===== src/rtl/wsc_regs.svh =====
// Register offsets, field positions, reset values and timing counts of the sideband block
`ifndef WSC_REGS_SVH
`define WSC_REGS_SVH
// Register word addresses
`define WSC_ADDR_CTRL 4'h0
`define WSC_ADDR_BACKOFF 4'h1
`define WSC_ADDR_ANT_SEL 4'h2
`define WSC_ADDR_TBL_IDX 4'h3
`define WSC_ADDR_TBL_DATA 4'h4
`define WSC_ADDR_MIPI_CMD 4'h5
`define WSC_ADDR_INT_STAT 4'h6
`define WSC_ADDR_INT_MASK 4'h7
`define WSC_ADDR_STATUS 4'h8
`define WSC_ADDR_STRAPS 4'h9
// Control fields
`define WSC_CTRL_WAKE 0
`define WSC_CTRL_MIPI_MODE 1
`define WSC_CTRL_RESET 8'h00
// Interrupt status bits
`define WSC_INT_BACKOFF_ON 0
`define WSC_INT_BACKOFF_OFF 1
`define WSC_INT_WAKE_DONE 2
`define WSC_INT_MIPI_DONE 3
// Status fields
`define WSC_ST_BACKOFF 0
`define WSC_ST_WAKE_BUSY 1
`define WSC_ST_MIPI_BUSY 2
// Reset values
`define WSC_BACKOFF_RESET 8'h00
`define WSC_STRAPS_VALUE 4'h0
// Timing: wake pulse one second at 250 MHz
`define WSC_WAKE_PULSE_S 1
`define WSC_CLK_HZ 250000000
`define WSC_WAKE_CYCLES (`WSC_WAKE_PULSE_S * `WSC_CLK_HZ)
`define WSC_MIPI_DIV 8
`endif


===== src/rtl/wsc_pkg.sv =====
// Types shared by the sideband control modules
`default_nettype none
package wsc_pkg;
  typedef logic [7:0] wsc_byte_t;
  typedef logic [3:0] wsc_ant_t;
  typedef enum logic [1:0] {WSC_MIPI_IDLE, WSC_MIPI_SHIFT, WSC_MIPI_DONE} wsc_mipi_state_t;
endpackage
`default_nettype wire


===== src/rtl/wsc_mipi_if.sv =====
// Interface between the sideband top and its serial tuner writer
`timescale 1ns/1ns
`default_nettype none
interface wsc_mipi_if;
  logic start;
  logic [15:0] word;
  logic busy;
  logic done;
  modport ctl (output start, output word, input busy, input done);
  modport ser (input start, input word, output busy, output done);
endinterface
`default_nettype wire


===== src/rtl/wsc_mipi_ser.sv =====
// Two-wire serial writer that shifts one 16-bit tuner word out MSB first
`timescale 1ns/1ns
`default_nettype none
`include "wsc_regs.svh"
module wsc_mipi_ser #(
  parameter int DIV = `WSC_MIPI_DIV
) (
  // Clock and reset
  input wire logic clk_sys,
  input wire logic rst_b,
  // Command side
  wsc_mipi_if.ser cmd,
  // Serial pins
  output logic mipi_clk,
  output logic mipi_data
);
  import wsc_pkg::*;

  // Divider counter is eight bits and a bit needs two phases
  if (DIV < 2 || DIV > 255) begin
    $error("wsc_mipi_ser: DIV out of range");
  end

  // ==========================================
  // Bit-rate enable
  logic [7:0] div_q;
  logic tick;
  assign tick = (div_q == 8'(DIV - 1));
  always_ff @(posedge clk_sys or negedge rst_b) begin
    if (!rst_b) begin
      div_q <= 8'h00;
    end else if (tick) begin
      div_q <= 8'h00;
    end else begin
      div_q <= div_q + 8'h01;
    end
  end

  // ==========================================
  // Shift engine: data changes with clock low, sampled on rising clock
  wsc_mipi_state_t state_q;
  logic [15:0] sh_q;
  logic [4:0] cnt_q;
  logic phase_q;
  always_ff @(posedge clk_sys or negedge rst_b) begin
    if (!rst_b) begin
      state_q <= WSC_MIPI_IDLE;
      sh_q <= 16'h0000;
      cnt_q <= 5'h00;
      phase_q <= 1'b0;
      mipi_clk <= 1'b0;
      mipi_data <= 1'b0;
    end else begin
      case (state_q)
        WSC_MIPI_IDLE: begin
          mipi_clk <= 1'b0;
          if (cmd.start) begin
            sh_q <= cmd.word;
            cnt_q <= 5'h00;
            phase_q <= 1'b0;
            state_q <= WSC_MIPI_SHIFT;
          end
        end
        WSC_MIPI_SHIFT: begin
          if (tick) begin
            phase_q <= ~phase_q;
            if (!phase_q) begin
              mipi_clk <= 1'b0;
              mipi_data <= sh_q[15];
            end else begin
              mipi_clk <= 1'b1;
              sh_q <= {sh_q[14:0], 1'b0};
              cnt_q <= cnt_q + 5'h01;
              if (cnt_q == 5'h0F) begin
                state_q <= WSC_MIPI_DONE;
              end
            end
          end
        end
        WSC_MIPI_DONE: begin
          if (tick) begin
            mipi_clk <= 1'b0;
            mipi_data <= 1'b0;
            state_q <= WSC_MIPI_IDLE;
          end
        end
        default: state_q <= WSC_MIPI_IDLE;
      endcase
    end
  end

  assign cmd.busy = (state_q != WSC_MIPI_IDLE);
  assign cmd.done = (state_q == WSC_MIPI_DONE) && tick;
endmodule
`default_nettype wire


===== src/rtl/wsc_top.sv =====
// Sideband control of a cellular modem card: wake, back-off, antenna, coexistence, straps
//
// The address map and the address-and-strobe port were decided locally.
`timescale 1ns/1ns
`default_nettype none
`include "wsc_regs.svh"
module wsc_top #(
  parameter int TBL_DEPTH = 16,
  parameter int WAKE_CYCLES = `WSC_WAKE_CYCLES
) (
  // Clock and reset
  input wire logic clk_sys,
  input wire logic rst_b,
  // Register port
  input wire logic [3:0] reg_addr,
  input wire logic [31:0] reg_wdata,
  input wire logic reg_wr,
  input wire logic reg_rd,
  output logic [31:0] reg_rdata,
  output logic irq,
  // Host wake, open drain
  input wire logic host_wake_request_n_i,
  output logic host_wake_request_n_o,
  output logic host_wake_request_n_oe_n,
  // Transmit power back-off from host
  input wire logic tx_power_backoff_n,
  // Radio core status in, back-off controls out
  input wire logic cell_tx_active,
  input wire logic cell_frame_sync,
  output logic absorption_rate_limit,
  output wsc_pkg::wsc_byte_t backoff_amount,
  // Antenna control
  output logic antenna_switch_ctl_0,
  output logic antenna_switch_ctl_1,
  output logic antenna_switch_ctl_2,
  output logic antenna_switch_ctl_3,
  output logic mipi_clk,
  output logic mipi_data,
  // Coexistence
  output logic coexist_line_1,
  output logic coexist_line_2,
  output logic coexist_line_3,
  // Configuration straps
  output logic [3:0] config_strap
);
  import wsc_pkg::*;

  localparam int IW = (TBL_DEPTH > 1) ? $clog2(TBL_DEPTH) : 1;

  // Index bits must cover every entry and no more, so depth is a power of two
  if (TBL_DEPTH < 2 || TBL_DEPTH > 16 || (TBL_DEPTH & (TBL_DEPTH - 1)) != 0) begin
    $error("wsc_top: TBL_DEPTH must be a power of two, 2..16");
  end
  if (WAKE_CYCLES < 2) begin
    $error("wsc_top: WAKE_CYCLES must be at least 2");
  end

  // ==========================================
  // Input synchronisers
  logic bo_s1_q, bo_s2_q;
  logic tx_s1_q, tx_s2_q;
  logic fs_s1_q, fs_s2_q;
  // Pin level unknown at reset; assume released so back-off starts off
  always_ff @(posedge clk_sys or negedge rst_b) begin
    if (!rst_b) begin
      bo_s1_q <= 1'b1;
      bo_s2_q <= 1'b1;
    end else begin
      bo_s1_q <= tx_power_backoff_n;
      bo_s2_q <= bo_s1_q;
    end
  end
  // Core status may come from another clock, so resync as well
  always_ff @(posedge clk_sys or negedge rst_b) begin
    if (!rst_b) begin
      tx_s1_q <= 1'b0;
      tx_s2_q <= 1'b0;
      fs_s1_q <= 1'b0;
      fs_s2_q <= 1'b0;
    end else begin
      tx_s1_q <= cell_tx_active;
      tx_s2_q <= tx_s1_q;
      fs_s1_q <= cell_frame_sync;
      fs_s2_q <= fs_s1_q;
    end
  end

  // ==========================================
  // Back-off level and edge events
  logic bo_prev_q;
  logic bo_on_ev, bo_off_ev;
  always_ff @(posedge clk_sys or negedge rst_b) begin
    if (!rst_b) begin
      bo_prev_q <= 1'b1;
    end else begin
      bo_prev_q <= bo_s2_q;
    end
  end
  // Host filters bounce, so no glitch filter here
  assign bo_on_ev = bo_prev_q && !bo_s2_q;
  assign bo_off_ev = !bo_prev_q && bo_s2_q;

  // ==========================================
  // Register file
  wsc_byte_t ctrl_q;
  wsc_byte_t backoff_q;
  wsc_ant_t ant_sel_q;
  logic [IW-1:0] tbl_idx_q;
  logic [15:0] mipi_word_q;
  logic mipi_go_q;
  logic [3:0] int_stat_q, int_mask_q;
  logic [3:0] tbl_q [TBL_DEPTH];
  logic wake_busy;
  wsc_mipi_if mif();

  logic wake_go;
  assign wake_go = reg_wr && (reg_addr == `WSC_ADDR_CTRL) && reg_wdata[`WSC_CTRL_WAKE];

  // Control, amount, selection and serial command registers
  always_ff @(posedge clk_sys or negedge rst_b) begin
    if (!rst_b) begin
      ctrl_q <= `WSC_CTRL_RESET;
      backoff_q <= `WSC_BACKOFF_RESET;
      ant_sel_q <= 4'h0;
      tbl_idx_q <= '0;
      mipi_word_q <= 16'h0000;
      mipi_go_q <= 1'b0;
    end else begin
      mipi_go_q <= 1'b0;
      if (reg_wr) begin
        if (reg_addr == `WSC_ADDR_CTRL) begin
          ctrl_q <= {reg_wdata[7:1], 1'b0}; // wake bit is a strobe
        end else if (reg_addr == `WSC_ADDR_BACKOFF) begin
          backoff_q <= reg_wdata[7:0];
        end else if (reg_addr == `WSC_ADDR_ANT_SEL) begin
          ant_sel_q <= reg_wdata[3:0];
        end else if (reg_addr == `WSC_ADDR_TBL_IDX) begin
          tbl_idx_q <= reg_wdata[IW-1:0];
        end else if (reg_addr == `WSC_ADDR_MIPI_CMD) begin
          // Command dropped while busy; software polls status first
          if (!mif.busy) begin
            mipi_word_q <= reg_wdata[15:0];
            mipi_go_q <= 1'b1;
          end
        end
      end
    end
  end

  // Tuner table: one entry written per data access
  generate
    for (genvar i = 0; i < TBL_DEPTH; i++) begin : g_tbl
      always_ff @(posedge clk_sys or negedge rst_b) begin
        if (!rst_b) begin
          tbl_q[i] <= 4'h0;
        end else if (reg_wr && reg_addr == `WSC_ADDR_TBL_DATA && tbl_idx_q == IW'(i)) begin
          tbl_q[i] <= reg_wdata[3:0];
        end
      end
    end
  endgenerate

  // Sticky interrupts, write one to clear; a new event beats the clear
  logic [3:0] ev;
  logic wake_done_ev;
  assign ev = {mif.done, wake_done_ev, bo_off_ev, bo_on_ev};
  always_ff @(posedge clk_sys or negedge rst_b) begin
    if (!rst_b) begin
      int_stat_q <= 4'h0;
      int_mask_q <= 4'h0;
    end else begin
      if (reg_wr && reg_addr == `WSC_ADDR_INT_STAT) begin
        int_stat_q <= (int_stat_q & ~reg_wdata[3:0]) | ev;
      end else begin
        int_stat_q <= int_stat_q | ev;
      end
      if (reg_wr && reg_addr == `WSC_ADDR_INT_MASK) begin
        int_mask_q <= reg_wdata[3:0];
      end
    end
  end
  assign irq = |(int_stat_q & int_mask_q);

  // Read data one cycle after the strobe; unmapped reads return zero
  always_ff @(posedge clk_sys or negedge rst_b) begin
    if (!rst_b) begin
      reg_rdata <= 32'h0000_0000;
    end else if (reg_rd) begin
      if (reg_addr == `WSC_ADDR_CTRL) begin
        reg_rdata <= {24'h000000, ctrl_q};
      end else if (reg_addr == `WSC_ADDR_BACKOFF) begin
        reg_rdata <= {24'h000000, backoff_q};
      end else if (reg_addr == `WSC_ADDR_ANT_SEL) begin
        reg_rdata <= {28'h0000000, ant_sel_q};
      end else if (reg_addr == `WSC_ADDR_TBL_IDX) begin
        reg_rdata <= 32'(tbl_idx_q);
      end else if (reg_addr == `WSC_ADDR_TBL_DATA) begin
        reg_rdata <= {28'h0000000, tbl_q[tbl_idx_q]};
      end else if (reg_addr == `WSC_ADDR_MIPI_CMD) begin
        reg_rdata <= {16'h0000, mipi_word_q};
      end else if (reg_addr == `WSC_ADDR_INT_STAT) begin
        reg_rdata <= {28'h0000000, int_stat_q};
      end else if (reg_addr == `WSC_ADDR_INT_MASK) begin
        reg_rdata <= {28'h0000000, int_mask_q};
      end else if (reg_addr == `WSC_ADDR_STATUS) begin
        reg_rdata <= {29'h0, mif.busy, wake_busy, ~bo_s2_q};
      end else if (reg_addr == `WSC_ADDR_STRAPS) begin
        reg_rdata <= {28'h0000000, `WSC_STRAPS_VALUE};
      end else begin
        reg_rdata <= 32'h0000_0000;
      end
    end else begin
      reg_rdata <= 32'h0000_0000;
    end
  end

  // ==========================================
  // Wake pulse timer
  logic [31:0] wake_cnt_q;
  assign wake_busy = (wake_cnt_q != 32'h0000_0000);
  always_ff @(posedge clk_sys or negedge rst_b) begin
    if (!rst_b) begin
      wake_cnt_q <= 32'h0000_0000;
    end else if (wake_busy) begin
      wake_cnt_q <= wake_cnt_q - 32'h0000_0001;
    end else if (wake_go) begin
      wake_cnt_q <= 32'(WAKE_CYCLES);
    end
  end
  assign wake_done_ev = (wake_cnt_q == 32'h0000_0001);
  // Output level fixed low; only the enable moves, so the pin is never driven high
  assign host_wake_request_n_o = 1'b0;
  assign host_wake_request_n_oe_n = ~wake_busy;

  // ==========================================
  // Back-off outputs
  always_ff @(posedge clk_sys or negedge rst_b) begin
    if (!rst_b) begin
      absorption_rate_limit <= 1'b0;
      backoff_amount <= 8'h00;
    end else begin
      // Pull-up keeps an open pin high, which lands here as no back-off
      absorption_rate_limit <= ~bo_s2_q;
      backoff_amount <= bo_s2_q ? 8'h00 : backoff_q;
    end
  end

  // ==========================================
  // Antenna controls: parallel mode drives table entry, serial mode parks pins low
  logic par_mode;
  wsc_ant_t ant_q;
  assign par_mode = !ctrl_q[`WSC_CTRL_MIPI_MODE];
  always_ff @(posedge clk_sys or negedge rst_b) begin
    if (!rst_b) begin
      ant_q <= 4'h0;
    end else if (par_mode) begin
      ant_q <= tbl_q[ant_sel_q[IW-1:0]];
    end else begin
      ant_q <= 4'h0;
    end
  end
  assign antenna_switch_ctl_0 = ant_q[0];
  assign antenna_switch_ctl_1 = ant_q[1];
  assign antenna_switch_ctl_2 = ant_q[2];
  assign antenna_switch_ctl_3 = ant_q[3];

  assign mif.start = mipi_go_q && !par_mode;
  assign mif.word = mipi_word_q;

  wsc_mipi_ser u_ser (
    .clk_sys(clk_sys),
    .rst_b(rst_b),
    .cmd(mif),
    .mipi_clk(mipi_clk),
    .mipi_data(mipi_data)
  );

  // ==========================================
  // Coexistence lines
  always_ff @(posedge clk_sys or negedge rst_b) begin
    if (!rst_b) begin
      coexist_line_1 <= 1'b0;
      coexist_line_2 <= 1'b0;
      coexist_line_3 <= 1'b0;
    end else begin
      coexist_line_1 <= tx_s2_q;
      coexist_line_2 <= fs_s2_q;
      coexist_line_3 <= tx_s2_q;
    end
  end

  // Straps are constant low
  assign config_strap = `WSC_STRAPS_VALUE;

  // Pin readback unused: open-drain state is known from the enable
  logic unused_wake_in;
  assign unused_wake_in = host_wake_request_n_i;
endmodule
`default_nettype wire


===== config.mk =====
export PLATFORM = sky130hd
export DESIGN_NAME = wsc_top
export DESIGN_NICKNAME = d
export VERILOG_FILES = /design/src/rtl/wsc_pkg.sv /design/src/rtl/wsc_mipi_if.sv /design/src/rtl/wsc_mipi_ser.sv /design/src/rtl/wsc_top.sv
export VERILOG_INCLUDE_DIRS = /design/src /design/src/rtl
export SDC_FILE = /design/constraint.sdc
export NUM_CORES = 1
export LEC_CHECK = 0
export ABC_AREA = 1
export BUFFER_PORTS_ARGS = -buffer_cell sky130_fd_sc_hd__buf_4
export CORE_MARGIN = 2
export CORE_UTILIZATION = 60
export DETAILED_ROUTE_END_ITERATION = 10
export PLACE_DENSITY = 0.91
export SYNTH_ARGS = -nofsm -noshare
export SYNTH_HDL_FRONTEND = slang
export SYNTH_HIERARCHICAL = 1
export SYNTH_SLANG_ARGS = --single-unit
export TNS_END_PERCENT = 100

===== constraint.sdc =====
create_clock -name clk_sys -period 3.5 [get_ports clk_sys]
set_input_delay 0.175 -clock clk_sys [delete_from_list [all_inputs] [get_ports clk_sys]]
set_output_delay 0.175 -clock clk_sys [all_outputs]
set_load 0.05 [all_outputs]

==> flow_summary.toml <==
[floorplan]
fp.coreArea_um2 = 17400
die_h_um = 138
die_w_um = 138
rows = 48
pin_count = 101
start_util_pct = 61.7
die-area_um2 = 19000

[power]
leakagePower_nw = 6.24
total_power_mw = 7.22
power_density_nw_per_um2 = 593
worst_ir_drop_vdd_v = 0.000449

[drt]
viasPerCell = 5.83
route.detailed.drc = 0
drt_wl_total_um = 28700
dr_total_vias = 9671
drt_pass1_iterations = 8
wl_per_cell_um = 17.3
postRouteAntennaNets = 0
dr.first_iter.drc_count = 1386

[worst_setup_path]
cp_common_cell = "nand2_1"
required_ps = 3940
path_class = "flip-flop to flip-flop"
cp_top_family = "simple AND/OR/NAND/NOR gates"
startpoint_type = "flip-flop"
crit_end = "reg_rdata[0]"
r2r_slack_ps = 1050
crit_path_max_fanout = 12
path_buf_inv = 2
cpPeakStageDelay_ps = 650
ff2ff_path_depth = 10
critPathLaunch = "tbl_idx_q[1]"
worstPathArrival_ps = 2890
crit_chain = "inv_1 > nand2_1 > o22ai_1 > o21ai_0 > nand2_1 > o21ai_0 > nand2_1 > nand3_1 > nand2_1 > inv_1"
slowest_stage = "dfrtp_1"
rr_startpoint = "tbl_idx_q[1]"
cp_num_cells = 10
critPathCaptureType = "flip-flop"
reg2reg_to = "reg_rdata[0]"

[layout]
design_area_um2 = 12200
area_delta_synth_final_pct = 13.2
antennaDiodeCount = 0
drive_gt1_share_pct = 12.1
nets = 1469
final_util_pct = 69.9

[global_routing]
grt.total_usage_pct = 30.5
grt_pass1_wl_um = 45600
antenna_found_initial = 0
grt_overflow = 0
grt_max_degree = 124
grt_pass1_vias = 9262

[placed_design]
dp_slack_ps = 1200
port_buffers = 62
place_area_um2 = 11300
post-dp-hpwl_um = 18100
gp_congestion = 0.956

[synthesis]
ys.flop_type = "dfrtp_1"
ys_warn_count = 6
synth_area_um2 = 10800
synth_edf_count = 0
ys_async_sr_fraction_pct = 100
yosysUniqueCellTypes = 44
yosysSeqAreaShare_pct = 50.3
synth_cells = 1346
avgSynthCellArea_um2 = 7.99
synth_seq_cells = 216

[clock_tree]
cts_max_level = 1
cts_tree = "done"
cts_buffers = 23
clock_latency_ps = 510
clock-root-buffer = "clkbuf_16"
cts_buffer_depth = 3
clk_pin_slew_ps = 60
clkSinkCount = 216
cts_resized = 0

[timing]
slew_violations = 0
fin_tns_setup_ps = 0
fin_ws_ps = 1050
post-route-period-util_pct = 69.9
min_period_ps = 2450
setup_viol = 0
finClkSkew_ps = 14.3
relSlewSlack_pct = 35.9
hold_viol = 0
rsz0062_at_grt = "false"
fmax_mhz = 409
tightest_slew_ps = 961

[worst_hold_path]
hp-class = "input port to flip-flop"

[status]
status = "finished clean"

[job]
cap_violations = 0
worst min-delay path, delay by kind of cell:
family                 cells  cell delay, ps
buffers and inverters      2             150
AO/OA/AOI/OAI              1             150
cells by family (layout without fill, tap and decap cells):
group,after synthesis,count (layout),synth area share (%)
flops,216,216,50.3
simple gates,656,656,27.1
compound gates,240,240,11.7
fa+ha+maj,5,5,0.582
buf+inv,207,276,8.54
xor+xnor,21,21,1.71
other cells,1,21,0.0349
sequential cells by signal, indices dropped and copies added (netlist names), 2 cells and up:
name and flops:
int_stat_q 4, wake_cnt_q 32, ctrl_q 7, u_ser/div_q 8, u_ser/state_q 2, ant_q 4, tbl_q 64, reg_rdata 16
backoff_amount 8, mif.word 16, tbl_idx_q 4, u_ser/cnt_q 5, u_ser/sh_q 16, backoff_q 8, int_mask_q 4, ant_sel_q 4
routing by layer:
| layer | GRT usage (%) | up-vias | routed length (um) |
|---|---|---|---|
| met3 | 4.42 | 124 | 2300 |
| met1 | 38.9 | 4576 | 10900 |
| met4 | 16.4 | 0 | 1420 |
| met5 | 0 | - | 0 |
| li1 | - | 4413 | - |
| met2 | 50.5 | 558 | 14100 |
cells in the final DEF (no fill, tap or decap), types with 20 or more instances in the layout:
cell	netlist	final
nand2_1	403	403
dfrtp_1	213	213
o21ai_0	154	154
inv_1	136	136
nor2_1	105	105
buf_4	25	65
nand3_1	58	58
a21oi_1	53	53
clkbuf_16	0	23
conb_1	1	21
nand4_1	20	20
repair_timing:
action                                 in CTS  in global routing
endpoints found under the hold margin     155                  0
hold buffers                               19                  0
buffers inserted                            0                  0
how the worst min path moves through the flow:
| stage | endpoint | from | cells after the start |
|---|---|---|---|
| after floorplan | absorption_rate_limit | rst_b | 0 |
| after global placement | bo_s1_q | tx_power_backoff_n | 1 |
| after detailed placement | bo_s1_q | tx_power_backoff_n | 1 |
| after CTS | backoff_q[4] | reg_wdata[4] | 3 |
| after global routing | ctrl_q[4] | reg_wdata[4] | 3 |
| final | backoff_q[4] | reg_wdata[4] | 3 |
where the power goes:
| part | internal, mW | switching [mW] |
|---|---|---|
| logic | 0.510 | 1.28 |
| clock network | 1.35 | 0.984 |
| registers | 2.82 | 0.279 |
synthesized netlist by cell type, types with 14 or more instances:
master      n  share of area [%]
clkbuf_1   19               0.66
a21oi_1    53                2.5
buf_4      25                1.7
nor2_1    105                3.7
nand2_1   403                 14
nand2_2    14               0.81
nand4_1    20                1.2
inv_1     136                4.7
nand3_1    58                2.7
nor2_2     17               0.99
o21ai_0   154                7.2
dfrtp_1   213                 50
per-stage QoR:
| stage | hold slack, ps | cells |
|---|---|---|
| detailed placement | 285 | 1601 |
| CTS | 11.2 | 1660 |
| global route | 21.6 | 1660 |
| finish | 16.7 | 1660 |
| floorplan | -121 | 1366 |
| global placement | 284 | 1601 |
final cells by class:
type	instances	area, um^2
well taps	225	282
clock buffers	35	651
inverters	150	563
multi-input cells	943	4500
flip-flops and latches	216	5410
clock inverters	5	56.3
repair buffers	86	713
fillers	1254	5250
No activity file was read; power rests on OpenSTA's default activity.
